File: config.mk
export PLATFORM = sky130hd
export DESIGN_NAME = alu_flags_saturation
export DESIGN_NICKNAME = d
export VERILOG_FILES = /design/src/design/alu_flags_pkg.sv /design/src/design/alu_flags_saturation.sv
export SDC_FILE = /design/constraint.sdc
export NUM_CORES = 2
export LEC_CHECK = 0
export BUFFER_PORTS_ARGS = -buffer_cell sky130_fd_sc_hd__buf_2
export CORE_MARGIN = 2
export CORE_UTILIZATION = 40
export DETAILED_ROUTE_END_ITERATION = 6
export PLACE_DENSITY = 0.63
export SYNTH_ARGS = -nofsm -noshare
export SYNTH_HDL_FRONTEND = slang
export SYNTH_SLANG_ARGS = --single-unit
File: constraint.sdc
create_clock -name clk -period 12 [get_ports clk]
set_input_delay 2.4 -clock clk [delete_from_list [all_inputs] [get_ports clk]]
set_output_delay 2.4 -clock clk [all_outputs]
set_load 0.005 [all_outputs]
File: src/design/alu_flags_pkg.sv
// constants, register map and operation codes for the alu with status flags
package alu_flags_pkg;
	localparam int REG_W = 40;
	localparam int RF_DEPTH = 16;
	localparam int ADDR_W = 12;
	localparam logic [11:0] OFF_MODE = 12'h000;
	localparam logic [11:0] OFF_ASTAT = 12'h004;
	localparam logic [11:0] OFF_STKY = 12'h008;
	localparam logic [11:0] OFF_CMD = 12'h00C;
	localparam logic [11:0] OFF_RF = 12'h100;
	localparam logic [31:0] MODE_RESET = 32'h0001_0000;
	localparam int MODE_SAT = 13;
	localparam int MODE_ROUND_TO_ZERO_SELECT = 15;
	localparam int MODE_SHORT = 16;
	localparam int FLAG_Z = 0;
	localparam int FLAG_V = 1;
	localparam int FLAG_N = 2;
	localparam int FLAG_C = 3;
	localparam int FLAG_S = 4;
	localparam int FLAG_I = 5;
	localparam int FLAG_F = 10;
	localparam int COMPARE_HISTORY_LO = 24;
	localparam int COMPARE_HISTORY_HI = 31;
	localparam int STK_US = 0;
	localparam int STK_VS = 1;
	localparam int STK_OS = 2;
	localparam int STK_IS = 5;
	localparam logic [31:0] SAT_POS = 32'h7FFF_FFFF;
	localparam logic [31:0] SAT_NEG = 32'h8000_0000;
	localparam logic [39:0] FNAN = 40'hFF_FFFF_FFFF;
	localparam logic [1:0] RESP_OKAY = 2'h0;
	localparam logic [1:0] RESP_SLVERR = 2'h2;
	localparam logic [2:0] DEC_NONE = 3'h0;
	localparam logic [2:0] DEC_MODE = 3'h1;
	localparam logic [2:0] DEC_ASTAT = 3'h2;
	localparam logic [2:0] DEC_STKY = 3'h3;
	localparam logic [2:0] DEC_CMD = 3'h4;
	localparam logic [2:0] DEC_RFHI = 3'h5;
	localparam logic [2:0] DEC_RFLO = 3'h6;
	localparam logic [5:0] OP_ADD = 6'h00;
	localparam logic [5:0] OP_SUB = 6'h01;
	localparam logic [5:0] OP_ADDC = 6'h02;
	localparam logic [5:0] OP_SUBB = 6'h03;
	localparam logic [5:0] OP_AVG = 6'h04;
	localparam logic [5:0] OP_COMP = 6'h05;
	localparam logic [5:0] OP_COMPU = 6'h06;
	localparam logic [5:0] OP_ADDCI = 6'h07;
	localparam logic [5:0] OP_DECCI = 6'h08;
	localparam logic [5:0] OP_INC = 6'h09;
	localparam logic [5:0] OP_DEC = 6'h0A;
	localparam logic [5:0] OP_NEG = 6'h0B;
	localparam logic [5:0] OP_ABS = 6'h0C;
	localparam logic [5:0] OP_PASS = 6'h0D;
	localparam logic [5:0] OP_AND = 6'h0E;
	localparam logic [5:0] OP_OR = 6'h0F;
	localparam logic [5:0] OP_XOR = 6'h10;
	localparam logic [5:0] OP_NOT = 6'h11;
	localparam logic [5:0] OP_MIN = 6'h12;
	localparam logic [5:0] OP_MAX = 6'h13;
	localparam logic [5:0] OP_CLIP = 6'h14;
	localparam logic [5:0] OP_ADDSUB = 6'h15;
	localparam logic [5:0] OP_FPASS = 6'h20;
	localparam logic [5:0] OP_FNEG = 6'h21;
	localparam logic [5:0] OP_FABS = 6'h22;
	localparam logic [5:0] OP_FCOMP = 6'h23;
	localparam logic [5:0] OP_FLOGB = 6'h24;
	localparam logic [5:0] OP_FMANT = 6'h25;
	localparam logic [5:0] OP_FSCALB = 6'h26;
	localparam logic [5:0] OP_FIX = 6'h27;
endpackage : alu_flags_pkg

File: src/design/alu_flags_saturation.sv
// alu with status and sticky flags, register file and axi4-lite slave
module alu_flags_saturation import alu_flags_pkg::*; (
	input wire logic clk,
	input wire logic rst,
	input wire logic [ADDR_W-1:0] awaddr,
	input wire logic awvalid,
	output logic awready,
	input wire logic [31:0] wdata,
	input wire logic [3:0] wstrb,
	input wire logic wvalid,
	output logic wready,
	output logic [1:0] bresp,
	output logic bvalid,
	input wire logic bready,
	input wire logic [ADDR_W-1:0] araddr,
	input wire logic arvalid,
	output logic arready,
	output logic [31:0] rdata,
	output logic [1:0] rresp,
	output logic rvalid,
	input wire logic rready
);
	logic [REG_W-1:0] rf [RF_DEPTH];
	logic [31:0] mode_reg, arith_reg, sticky_reg, cmd_reg;
	logic aw_full_reg, w_full_reg, issue_reg, ex_valid_reg, wr_fire;
	logic [11:0] aw_addr_reg;
	logic [31:0] w_data_reg;
	logic [3:0] w_strb_reg;
	logic [2:0] wd, rd;
	logic [3:0] wr_idx, ex_rn_reg, ex_rm_reg;
	logic [5:0] ex_op_reg;
	logic [39:0] ex_x_reg, ex_y_reg, xf, yf, res1, res2, r40;
	logic mode_wr, astat_wr, stky_wr, cmd_wr, rfhi_wr, rflo_wr;
	logic sat_en, round_to_zero_select, short, ci;
	logic [31:0] fx_x, fx_y, a_in, b_in, r32, r2, lim, rd_mux, sty_set;
	logic c_in, arith_op, op_ok, wr1, wr2, fixed, cmp, gt, pos_only;
	logic f_z, f_v, f_n, f_c, f_s, f_i;
	logic [33:0] ar, ng, ar2;
	logic [32:0] s33;
	logic [33:0] ne;
	logic [9:0] e_s;
	logic [63:0] wide;
	logic [31:0] ip;
	logic xnan, ynan, xzero;

	function automatic logic [2:0] dec(input logic [11:0] a);
		logic [2:0] d;
		d = DEC_NONE;
		if (a[11:7] == OFF_RF[11:7] && a[1:0] == 2'h0)
			d = a[2] ? DEC_RFLO : DEC_RFHI;
		else if (a == OFF_MODE)
			d = DEC_MODE;
		else if (a == OFF_ASTAT)
			d = DEC_ASTAT;
		else if (a == OFF_STKY)
			d = DEC_STKY;
		else if (a == OFF_CMD)
			d = DEC_CMD;
		return d;
	endfunction : dec

	function automatic logic [31:0] merge(input logic [31:0] old,
		input logic [31:0] nw, input logic [3:0] s);
		logic [31:0] r;
		r = old;
		for (int i = 0; i < 4; i++)
			if (s[i])
				r[i*8 +: 8] = nw[i*8 +: 8];
		return r;
	endfunction : merge

	// two's complement add: {overflow, carry, sum}
	function automatic logic [33:0] arith(input logic [31:0] a,
		input logic [31:0] b, input logic c);
		logic [32:0] s;
		s = {1'b0, a} + {1'b0, b} + {32'h0, c};
		return {(a[31] == b[31]) && (s[31] != a[31]), s[32], s[31:0]};
	endfunction : arith

	function automatic logic [31:0] sat(input logic [33:0] r,
		input logic en);
		if (en && r[33])
			return r[31] ? SAT_POS : SAT_NEG;
		return r[31:0];
	endfunction : sat

	// short mode drops the low byte; denormals flush to zero
	function automatic logic [39:0] fin(input logic [39:0] v,
		input logic sh);
		logic [39:0] r;
		r = sh ? {v[39:8], 8'h00} : v;
		if (r[38:31] == 8'h00)
			r = '0;
		return r;
	endfunction : fin

	function automatic logic [39:0] fkey(input logic [39:0] v);
		return v[39] ? ~v : {1'b1, v[38:0]};
	endfunction : fkey

	// axi write channels, taken in either order
	assign wr_fire = aw_full_reg && w_full_reg && !bvalid;
	assign wd = dec(aw_addr_reg);
	assign wr_idx = aw_addr_reg[6:3];
	assign mode_wr = wr_fire && wd == DEC_MODE;
	assign astat_wr = wr_fire && wd == DEC_ASTAT;
	assign stky_wr = wr_fire && wd == DEC_STKY;
	assign cmd_wr = wr_fire && wd == DEC_CMD;
	assign rfhi_wr = wr_fire && wd == DEC_RFHI;
	assign rflo_wr = wr_fire && wd == DEC_RFLO;

	always_ff @(posedge clk or posedge rst) begin
		if (rst) begin
			aw_full_reg <= 1'b0;
			awready <= 1'b1;
			aw_addr_reg <= '0;
		end else if (awvalid && awready) begin
			aw_full_reg <= 1'b1;
			awready <= 1'b0;
			aw_addr_reg <= awaddr;
		end else if (wr_fire) begin
			aw_full_reg <= 1'b0;
			awready <= 1'b1;
		end
	end

	always_ff @(posedge clk or posedge rst) begin
		if (rst) begin
			w_full_reg <= 1'b0;
			wready <= 1'b1;
			w_data_reg <= '0;
			w_strb_reg <= '0;
		end else if (wvalid && wready) begin
			w_full_reg <= 1'b1;
			wready <= 1'b0;
			w_data_reg <= wdata;
			w_strb_reg <= wstrb;
		end else if (wr_fire) begin
			w_full_reg <= 1'b0;
			wready <= 1'b1;
		end
	end

	always_ff @(posedge clk or posedge rst) begin
		if (rst) begin
			bvalid <= 1'b0;
			bresp <= RESP_OKAY;
		end else if (wr_fire) begin
			bvalid <= 1'b1;
			bresp <= (wd == DEC_NONE) ? RESP_SLVERR : RESP_OKAY;
		end else if (bready) begin
			bvalid <= 1'b0;
		end
	end

	// axi read channel
	assign rd = dec(araddr);
	always_comb begin
		rd_mux = 32'h0;
		case (rd)
			DEC_MODE: rd_mux = mode_reg;
			DEC_ASTAT: rd_mux = arith_reg;
			DEC_STKY: rd_mux = sticky_reg;
			DEC_CMD: rd_mux = cmd_reg;
			DEC_RFHI: rd_mux = rf[araddr[6:3]][39:8];
			DEC_RFLO: rd_mux = {24'h0, rf[araddr[6:3]][7:0]};
			default: rd_mux = 32'h0;
		endcase
	end

	always_ff @(posedge clk or posedge rst) begin
		if (rst) begin
			arready <= 1'b1;
			rvalid <= 1'b0;
			rdata <= '0;
			rresp <= RESP_OKAY;
		end else if (arvalid && arready) begin
			arready <= 1'b0;
			rvalid <= 1'b1;
			rdata <= rd_mux;
			rresp <= (rd == DEC_NONE) ? RESP_SLVERR : RESP_OKAY;
		end else if (rvalid && rready) begin
			rvalid <= 1'b0;
			arready <= 1'b1;
		end
	end

	// mode control and command
	always_ff @(posedge clk or posedge rst) begin
		if (rst) begin
			mode_reg <= MODE_RESET;
			cmd_reg <= '0;
			issue_reg <= 1'b0;
		end else begin
			if (mode_wr)
				mode_reg <= merge(mode_reg, w_data_reg, w_strb_reg);
			if (cmd_wr)
				cmd_reg <= merge(cmd_reg, w_data_reg, w_strb_reg);
			issue_reg <= cmd_wr;
		end
	end
	assign sat_en = mode_reg[MODE_SAT];
	assign round_to_zero_select = mode_reg[MODE_ROUND_TO_ZERO_SELECT];
	assign short = mode_reg[MODE_SHORT];
	assign ci = arith_reg[FLAG_C];

	always_ff @(posedge clk or posedge rst) begin
		if (rst) begin
			ex_valid_reg <= 1'b0;
			ex_op_reg <= '0;
			ex_x_reg <= '0;
			ex_y_reg <= '0;
			ex_rn_reg <= '0;
			ex_rm_reg <= '0;
		end else begin
			ex_valid_reg <= issue_reg;
			if (issue_reg) begin
				ex_op_reg <= cmd_reg[5:0];
				ex_x_reg <= rf[cmd_reg[11:8]];
				ex_y_reg <= rf[cmd_reg[15:12]];
				ex_rn_reg <= cmd_reg[19:16];
				ex_rm_reg <= cmd_reg[23:20];
			end
		end
	end

	assign fx_x = ex_x_reg[39:8];
	assign fx_y = ex_y_reg[39:8];
	// float inputs narrowed in short mode
	assign xf = fin(ex_x_reg, short);
	assign yf = fin(ex_y_reg, short);
	assign xzero = xf[38:31] == 8'h00;
	assign xnan = xf[38:31] == 8'hFF && xf[30:0] != 31'h0;
	assign ynan = yf[38:31] == 8'hFF && yf[30:0] != 31'h0;

	always_comb begin
		a_in = fx_x;
		b_in = fx_y;
		c_in = 1'b0;
		arith_op = 1'b1;
		case (ex_op_reg)
			OP_ADD: c_in = 1'b0;
			OP_SUB: begin
				b_in = ~fx_y;
				c_in = 1'b1;
			end
			OP_ADDC: c_in = ci;
			OP_SUBB: begin
				b_in = ~fx_y;
				c_in = ci;
			end
			OP_ADDCI: begin
				b_in = 32'h0;
				c_in = ci;
			end
			OP_DECCI: begin
				b_in = 32'hFFFF_FFFF;
				c_in = ci;
			end
			OP_INC: begin
				b_in = 32'h0;
				c_in = 1'b1;
			end
			OP_DEC: b_in = 32'hFFFF_FFFF;
			OP_NEG: begin
				a_in = 32'h0;
				b_in = ~fx_x;
				c_in = 1'b1;
			end
			default: arith_op = 1'b0;
		endcase
	end
	assign ar = arith(a_in, b_in, c_in);
	assign ng = arith(32'h0, ~fx_x, 1'b1);
	assign ar2 = arith(fx_x, ~fx_y, 1'b1);
	assign s33 = {fx_x[31], fx_x} + {fx_y[31], fx_y};
	assign lim = fx_y[31] ? 32'h0 - fx_y : fx_y;
	assign ne = {26'h0, xf[38:31]} + {{2{fx_y[31]}}, fx_y};
	assign e_s = {2'h0, xf[38:31]} - 10'd127;
	assign wide = {1'b1, xf[30:0], 32'h0} >> (6'd31 - e_s[5:0]);

	always_comb begin
		r32 = 32'h0;
		r2 = 32'h0;
		r40 = 40'h0;
		ip = 32'h0;
		op_ok = 1'b1;
		wr1 = 1'b1;
		wr2 = 1'b0;
		fixed = !ex_op_reg[5];
		cmp = 1'b0;
		gt = 1'b0;
		pos_only = 1'b0;
		f_z = 1'b0;
		f_v = 1'b0;
		f_n = 1'b0;
		f_c = 1'b0;
		f_s = 1'b0;
		f_i = 1'b0;
		sty_set = 32'h0;
		if (arith_op) begin
			r32 = sat(ar, sat_en);
			f_v = ar[33];
			f_c = ar[32];
			sty_set[STK_OS] = ar[33];
		end else begin
			case (ex_op_reg)
				OP_ADDSUB: begin
					r32 = sat(arith(fx_x, fx_y, 1'b0), sat_en);
					r2 = sat(ar2, sat_en);
					wr2 = 1'b1;
					f_v = ar[33] || ar2[33];
					f_c = ar[32];
					sty_set[STK_OS] = f_v;
				end
				OP_AVG: begin
					r32 = s33[32:1];
					if (!round_to_zero_select && s33[0] && s33[1])
						r32 = s33[32:1] + 32'h1;
					f_c = ar[32];
				end
				OP_ABS: begin
					r32 = fx_x[31] ? sat(ng, sat_en) : fx_x;
					f_v = fx_x[31] && ng[33];
					f_s = fx_x[31];
					pos_only = 1'b1;
					sty_set[STK_OS] = f_v;
				end
				OP_PASS: r32 = fx_x;
				OP_AND: r32 = fx_x & fx_y;
				OP_OR: r32 = fx_x | fx_y;
				OP_XOR: r32 = fx_x ^ fx_y;
				OP_NOT: r32 = ~fx_x;
				OP_MIN: r32 = ($signed(fx_x) < $signed(fx_y)) ? fx_x : fx_y;
				OP_MAX: r32 = ($signed(fx_x) > $signed(fx_y)) ? fx_x : fx_y;
				OP_CLIP: begin
					r32 = fx_x;
					if ($signed(fx_x) > $signed(lim))
						r32 = lim;
					else if ($signed(fx_x) < -$signed(lim))
						r32 = 32'h0 - lim;
				end
				OP_COMP, OP_COMPU: begin
					cmp = 1'b1;
					wr1 = 1'b0;
					gt = ex_op_reg == OP_COMP ?
						$signed(fx_x) > $signed(fx_y) : fx_x > fx_y;
					f_z = fx_x == fx_y;
					f_n = !gt && !f_z;
				end
				OP_FPASS: r40 = xf;
				OP_FNEG: r40 = {!xf[39], xf[38:0]};
				OP_FABS: begin
					r40 = {1'b0, xf[38:0]};
					f_s = xf[39];
				end
				OP_FCOMP: begin
					cmp = 1'b1;
					wr1 = 1'b0;
					gt = !xnan && !ynan && fkey(xf) > fkey(yf);
					f_z = !xnan && !ynan && xf == yf;
					f_n = !xnan && !ynan && fkey(xf) < fkey(yf);
					f_i = ynan;
				end
				OP_FLOGB: begin
					fixed = 1'b1;
					r32 = {{22{e_s[9]}}, e_s};
					if (xzero || xf[38:31] == 8'hFF) begin
						r32 = xzero ? SAT_NEG : SAT_POS;
						f_v = 1'b1;
						sty_set[STK_VS] = 1'b1;
					end
				end
				OP_FMANT: begin
					fixed = 1'b1;
					r32 = xzero ? 32'h0 : {1'b1, xf[30:0]};
					f_s = xf[39];
					pos_only = 1'b1;
				end
				OP_FSCALB: begin
					r40 = {xf[39], ne[7:0], xf[30:0]};
					if (xzero)
						r40 = xf;
					else if ($signed(ne) >= 34'sd255) begin
						r40 = round_to_zero_select ? {xf[39], 8'hFE, 31'h7FFF_FFFF}
							: {xf[39], 8'hFF, 31'h0};
						f_v = 1'b1;
						sty_set[STK_VS] = 1'b1;
					end else if ($signed(ne) <= 34'sd0) begin
						r40 = {xf[39], 39'h0};
						f_z = 1'b1;
						sty_set[STK_US] = 1'b1;
					end
				end
				OP_FIX: begin
					fixed = 1'b1;
					ip = wide[63:32];
					if ($signed(e_s) < -10'sd32 || xzero)
						ip = 32'h0;
					else if (!round_to_zero_select && wide[31] &&
						(wide[30:0] != 31'h0 || ip[0]))
						ip = ip + 32'h1;
					r32 = xf[39] ? 32'h0 - ip : ip;
					if ($signed(e_s) > 10'sd30 || ip[31]) begin
						r32 = xf[39] ? SAT_NEG : SAT_POS;
						f_v = 1'b1;
						sty_set[STK_VS] = 1'b1;
					end
					sty_set[STK_US] = !xzero && ip == 32'h0;
				end
				default: begin
					op_ok = 1'b0;
					wr1 = 1'b0;
				end
			endcase
		end
		if (!fixed) begin
			f_i = f_i || xnan;
			if (xnan)
				r40 = FNAN;
		end else if (ex_op_reg[5])
			f_i = xnan;
		sty_set[STK_IS] = f_i;
		res2 = {r2, 8'h00};
		if (fixed) begin
			res1 = {r32, 8'h00};
			if (!cmp) begin
				f_z = r32 == 32'h0;
				f_n = r32[31] && !pos_only;
			end
		end else begin
			// short mode truncates to 32 bits, zeroing the low byte
			res1 = short ? {r40[39:8], 8'h00} : r40;
			if (!cmp) begin
				f_z = f_z || r40[38:31] == 8'h00;
				f_n = r40[39];
			end
		end
	end

	// write-back to any register; bus writes win a clash
	always_ff @(posedge clk) begin
		if (ex_valid_reg && wr1)
			rf[ex_rn_reg] <= res1;
		if (ex_valid_reg && wr2)
			rf[ex_rm_reg] <= res2;
		if (rfhi_wr)
			rf[wr_idx][39:8] <= merge(rf[wr_idx][39:8], w_data_reg, w_strb_reg);
		if (rflo_wr && w_strb_reg[0])
			rf[wr_idx][7:0] <= w_data_reg[7:0];
	end

	// flags update at end of op cycle unless software writes
	always_ff @(posedge clk or posedge rst) begin
		if (rst)
			arith_reg <= '0;
		else if (astat_wr)
			arith_reg <= merge(arith_reg, w_data_reg, w_strb_reg);
		else if (ex_valid_reg && op_ok) begin
			arith_reg[FLAG_Z] <= f_z;
			arith_reg[FLAG_V] <= f_v;
			arith_reg[FLAG_N] <= f_n;
			arith_reg[FLAG_C] <= f_c;
			arith_reg[FLAG_S] <= f_s;
			arith_reg[FLAG_I] <= f_i;
			arith_reg[FLAG_F] <= ex_op_reg[5];
			if (cmp)
				arith_reg[COMPARE_HISTORY_HI:COMPARE_HISTORY_LO] <= {gt, arith_reg[COMPARE_HISTORY_HI:COMPARE_HISTORY_LO+1]};
		end
	end

	// ops only ever set sticky bits; a software write can set or clear them
	always_ff @(posedge clk or posedge rst) begin
		if (rst)
			sticky_reg <= '0;
		else if (stky_wr)
			sticky_reg <= merge(sticky_reg, w_data_reg, w_strb_reg);
		else if (ex_valid_reg && op_ok)
			sticky_reg <= sticky_reg | sty_set;
	end
endmodule : alu_flags_saturation

==> impl_metrics.ini <==
[setup_path]
rr_worst_depth = 21
start_kind = register
end_kind = register
required_ns = 12.53
criticalPathCategory = reg2reg
crit_fanout = 31
cp.arrival_ns = 11.14

[clock_network]
cts_hold_buf = 0
path_clk_slew_ns = 0.08
cts_sinks = 953
clk-insertion-delay-late_ns = 0.80
cts_resized = 0
post_cts_buffers = 0
clock_path_buffers = 3
htreeDepth = 3
cts_made_buffers = 102
cts_tree = built
root_buffer = clkbuf_16

[synthesis]
synth_top_family_by_area = multiplexers
synthFlopType = edfxtp_1
muxShareOfSynthArea_pct = 20.7
yosys.area_share.simple_pct = 16.3
synth_cells = 9318
synthesis.area_sq_mm = 0.0852
synth.distinct_cells = 119
async_flop_share_pct = 32.8
yosysWarnings = 0
synth_compound_area_share_pct = 19.8
synth_edf_count = 640
postSynthAreaPerCell_sq_um = 9.15
seq_area_frac_synth_pct = 31.8
ys_ff_latch = 953
synth-xor-area-share_pct = 3.03
synth_adder_area_share_pct = 3.72

[global_route]
grt_max_degree = 142
grt_pass1_vias = 81400
gr-total-overflow = 0
grt_pass1_wl_um = 659000
antenna_found_initial = 43
grt_usage_pct = 43.1

[job]
cap_violations = 3

[power_and_ir_drop]
power_leakage_nw = 33.3
combPwrFrac_pct = 32.4
p_sw_mw = 4.64
fin_total_pwr_mw = 11.3
swShare_pct = 41.2
ir_drop_v = 0.000354
power.density_mw_per_mm2 = 121
intPower_mw = 6.62
clockPowerShare_pct = 31.3
seq_power_share_pct = 36.3

[floorplanning]
core_area_sq_mm = 0.212
ios = 108
die-area_sq_mm = 0.217
die-width_um = 466
rows = 169
initial_core_util_pct = 40.2
die_h_um = 466

[drt]
wl_um = 480000
routed_via_density = 7.29
drtIter0Drc = 15200
wl_per_cell_um = 40.1
antenna_left = 0
dr.pass1.iters = 7
dr_total_vias = 87400
drcViolationCount = 3

[timing]
holdWs_ns = 0.473
finalClockSkew_ns = 0.0526
slew-limit-headroom_pct = -5.47
fmax_ghz = 0.0943
rsz0062_at_grt = false
finalSetupViolCount = 0
period_minus_slack_ns = 10.61
tns_ns = 0
drv_slew = 19
fin_ws_ns = 1.39
worst_slew_pin_slew_ns = 1.57
fin_crit_sh_pct = 88.4
finalHoldViolCount = 0

[outcome]
status = complete, but fails checks
violations = design-rule violations, max-capacitance violations, max-slew violations

[hold_path]
min_path_type = reg2reg
hold_depth = 2

[placed_design]
port_buffers = 105
place_ws_ns = 1.59
dp_hpwl_um = 351000
place.gp.congestion = 1.10

[final_layout]
final_core_util_pct = 43.8
fill_cells = 20400
area_growth_pct = 8.89
layout.nets = 9363
largest_reg_flops = 640
drive_gt1_share_pct = 18.1
[kinds of logic (layout without fill, tap and decap cells)]
kind of cell / count (synthesis) / count (layout)
and+or+nand+nor: 3136 / 3136
DFF: 953 / 953
buffers and inverters: 999 / 817
other: 1 / 31
adders and majority gates: 251 / 251
AOI/OAI and AO/OA: 2720 / 2720
muxes: 966 / 966
xor gates and xnor gates: 292 / 292
[Yosys cell counts, types with 63 or more instances]
library cell	instances	share of area, %
nand2_1	1200	5.3
nor2_1	1058	4.7
a21oi_1	791	4.6
o21ai_0	785	4.6
clkbuf_1	694	3.1
edfxtp_1	640	23
mux4_2	617	16
dfrtp_1	309	9.1
ha_1	243	3.6
xnor2_1	213	2.2
mux2_2	208	2.7
a31oi_1	148	1.1
nand3_1	146	0.86
nor3_1	140	0.82
mux2i_1	138	1.6
inv_1	130	0.57
o22ai_1	109	0.80
a22oi_1	106	0.93
buf_1	104	0.46
nand4_1	90	0.66
nor2b_1	79	0.58
xor2_1	77	0.79
and3_1	69	0.51
nor4_1	65	0.48
a21o_1	64	0.56
a221oi_1	63	0.65
[cell type report]
cell class	count	area [sq um]	share of cell area (%)
well taps	2821	3530	3.80
diodes	29	72.6	0.0782
repair buffers	475	3380	3.64
multi-input cells	7367	54500	58.8
clock buffers	130	2870	3.10
inverters	149	567	0.611
flip-flops and latches	953	27100	29.2
clock inverters	63	746	0.804
[placed cells by master (no fill, tap or decap), drive strengths merged, types with 149 or more instances in the layout]
cell,Yosys,routed
buf,156,475
mux2,209,209
nand2,1200,1200
mux4,617,617
ha,243,243
a31oi,149,149
dfrtp,309,309
nor2,1058,1058
edfxtp,640,640
o21ai,820,820
a21oi,794,794
xnor2,214,214
[path summary, 6_finish.rpt]
| check | startpoint | slack, ns | endpoint |
|---|---|---|---|
| setup / recovery | ex_x_reg[32] | 1.39 | rf[10][38] |
| hold / removal | rdata[13] | 0.47 | rdata[13] |
| setup reg to reg | ex_x_reg[32] | 1.39 | rf[10][38] |
| hold reg to reg | rdata[13] | 0.47 | rdata[13] |
| max in group asynchronous | rst | 7.92 | sticky_reg[21] |
| min in group asynchronous | rst | 1.80 | w_data_reg[2] |
[layer usage]
metal / global-route usage [%] / vias to the layer above / share of wire (%)
met1: 52.5 / 42900 / 35
li1: - / 34800 / -
met2: 63.0 / 7673 / 42
met4: 34.5 / 46 / 10
met5: 0 / - / 0.071
met3: 13.2 / 2060 / 13
[power by group through the flow]
| stage | sequential, mW | clock [mW] | combinational [mW] |
|---|---|---|---|
| 6_report | 4.09 | 3.52 | 3.65 |
| 5_1_grt | 4.08 | 3.62 | 3.77 |
| 4_1_cts | 4.05 | 3.50 | 3.47 |
| 3_5_place_dp | 4.12 | 0 | 3.46 |
| 3_3_place_gp | 4.11 | 0 | 3.47 |
| 2_1_floorplan | 3.74 | 0 | 2.30 |
[worst max-delay path: stages, from the launching register on]
cell	delay (ns)
dfrtp_1	0.86
ha_1	0.71
xor2_4	0.69
buf_4	0.47
mux4_2	0.57
or4_1	0.44
o211ai_1	0.13
o211ai_1	0.38
inv_1	0.24
ha_1	0.25
nand2_1	0.10
nor4_2	0.58
nand3_1	0.36
o311ai_0	0.40
nand3_1	0.41
or4_1	0.84
or4_4	0.62
nor3_2	0.24
o311ai_1	0.13
a311oi_2	0.73
a31oi_2	0.58
a221o_1	0.50
[through the flow]
stage | instance area [sq um] | std cells
global route | 92700 | 12000
global placement | 89100 | 11800
detailed placement | 89100 | 11800
floorplan | 85200 | 9319
finish | 92800 | 12000
CTS | 92700 | 12000
Note: power is estimated with default switching activity, not from simulation.
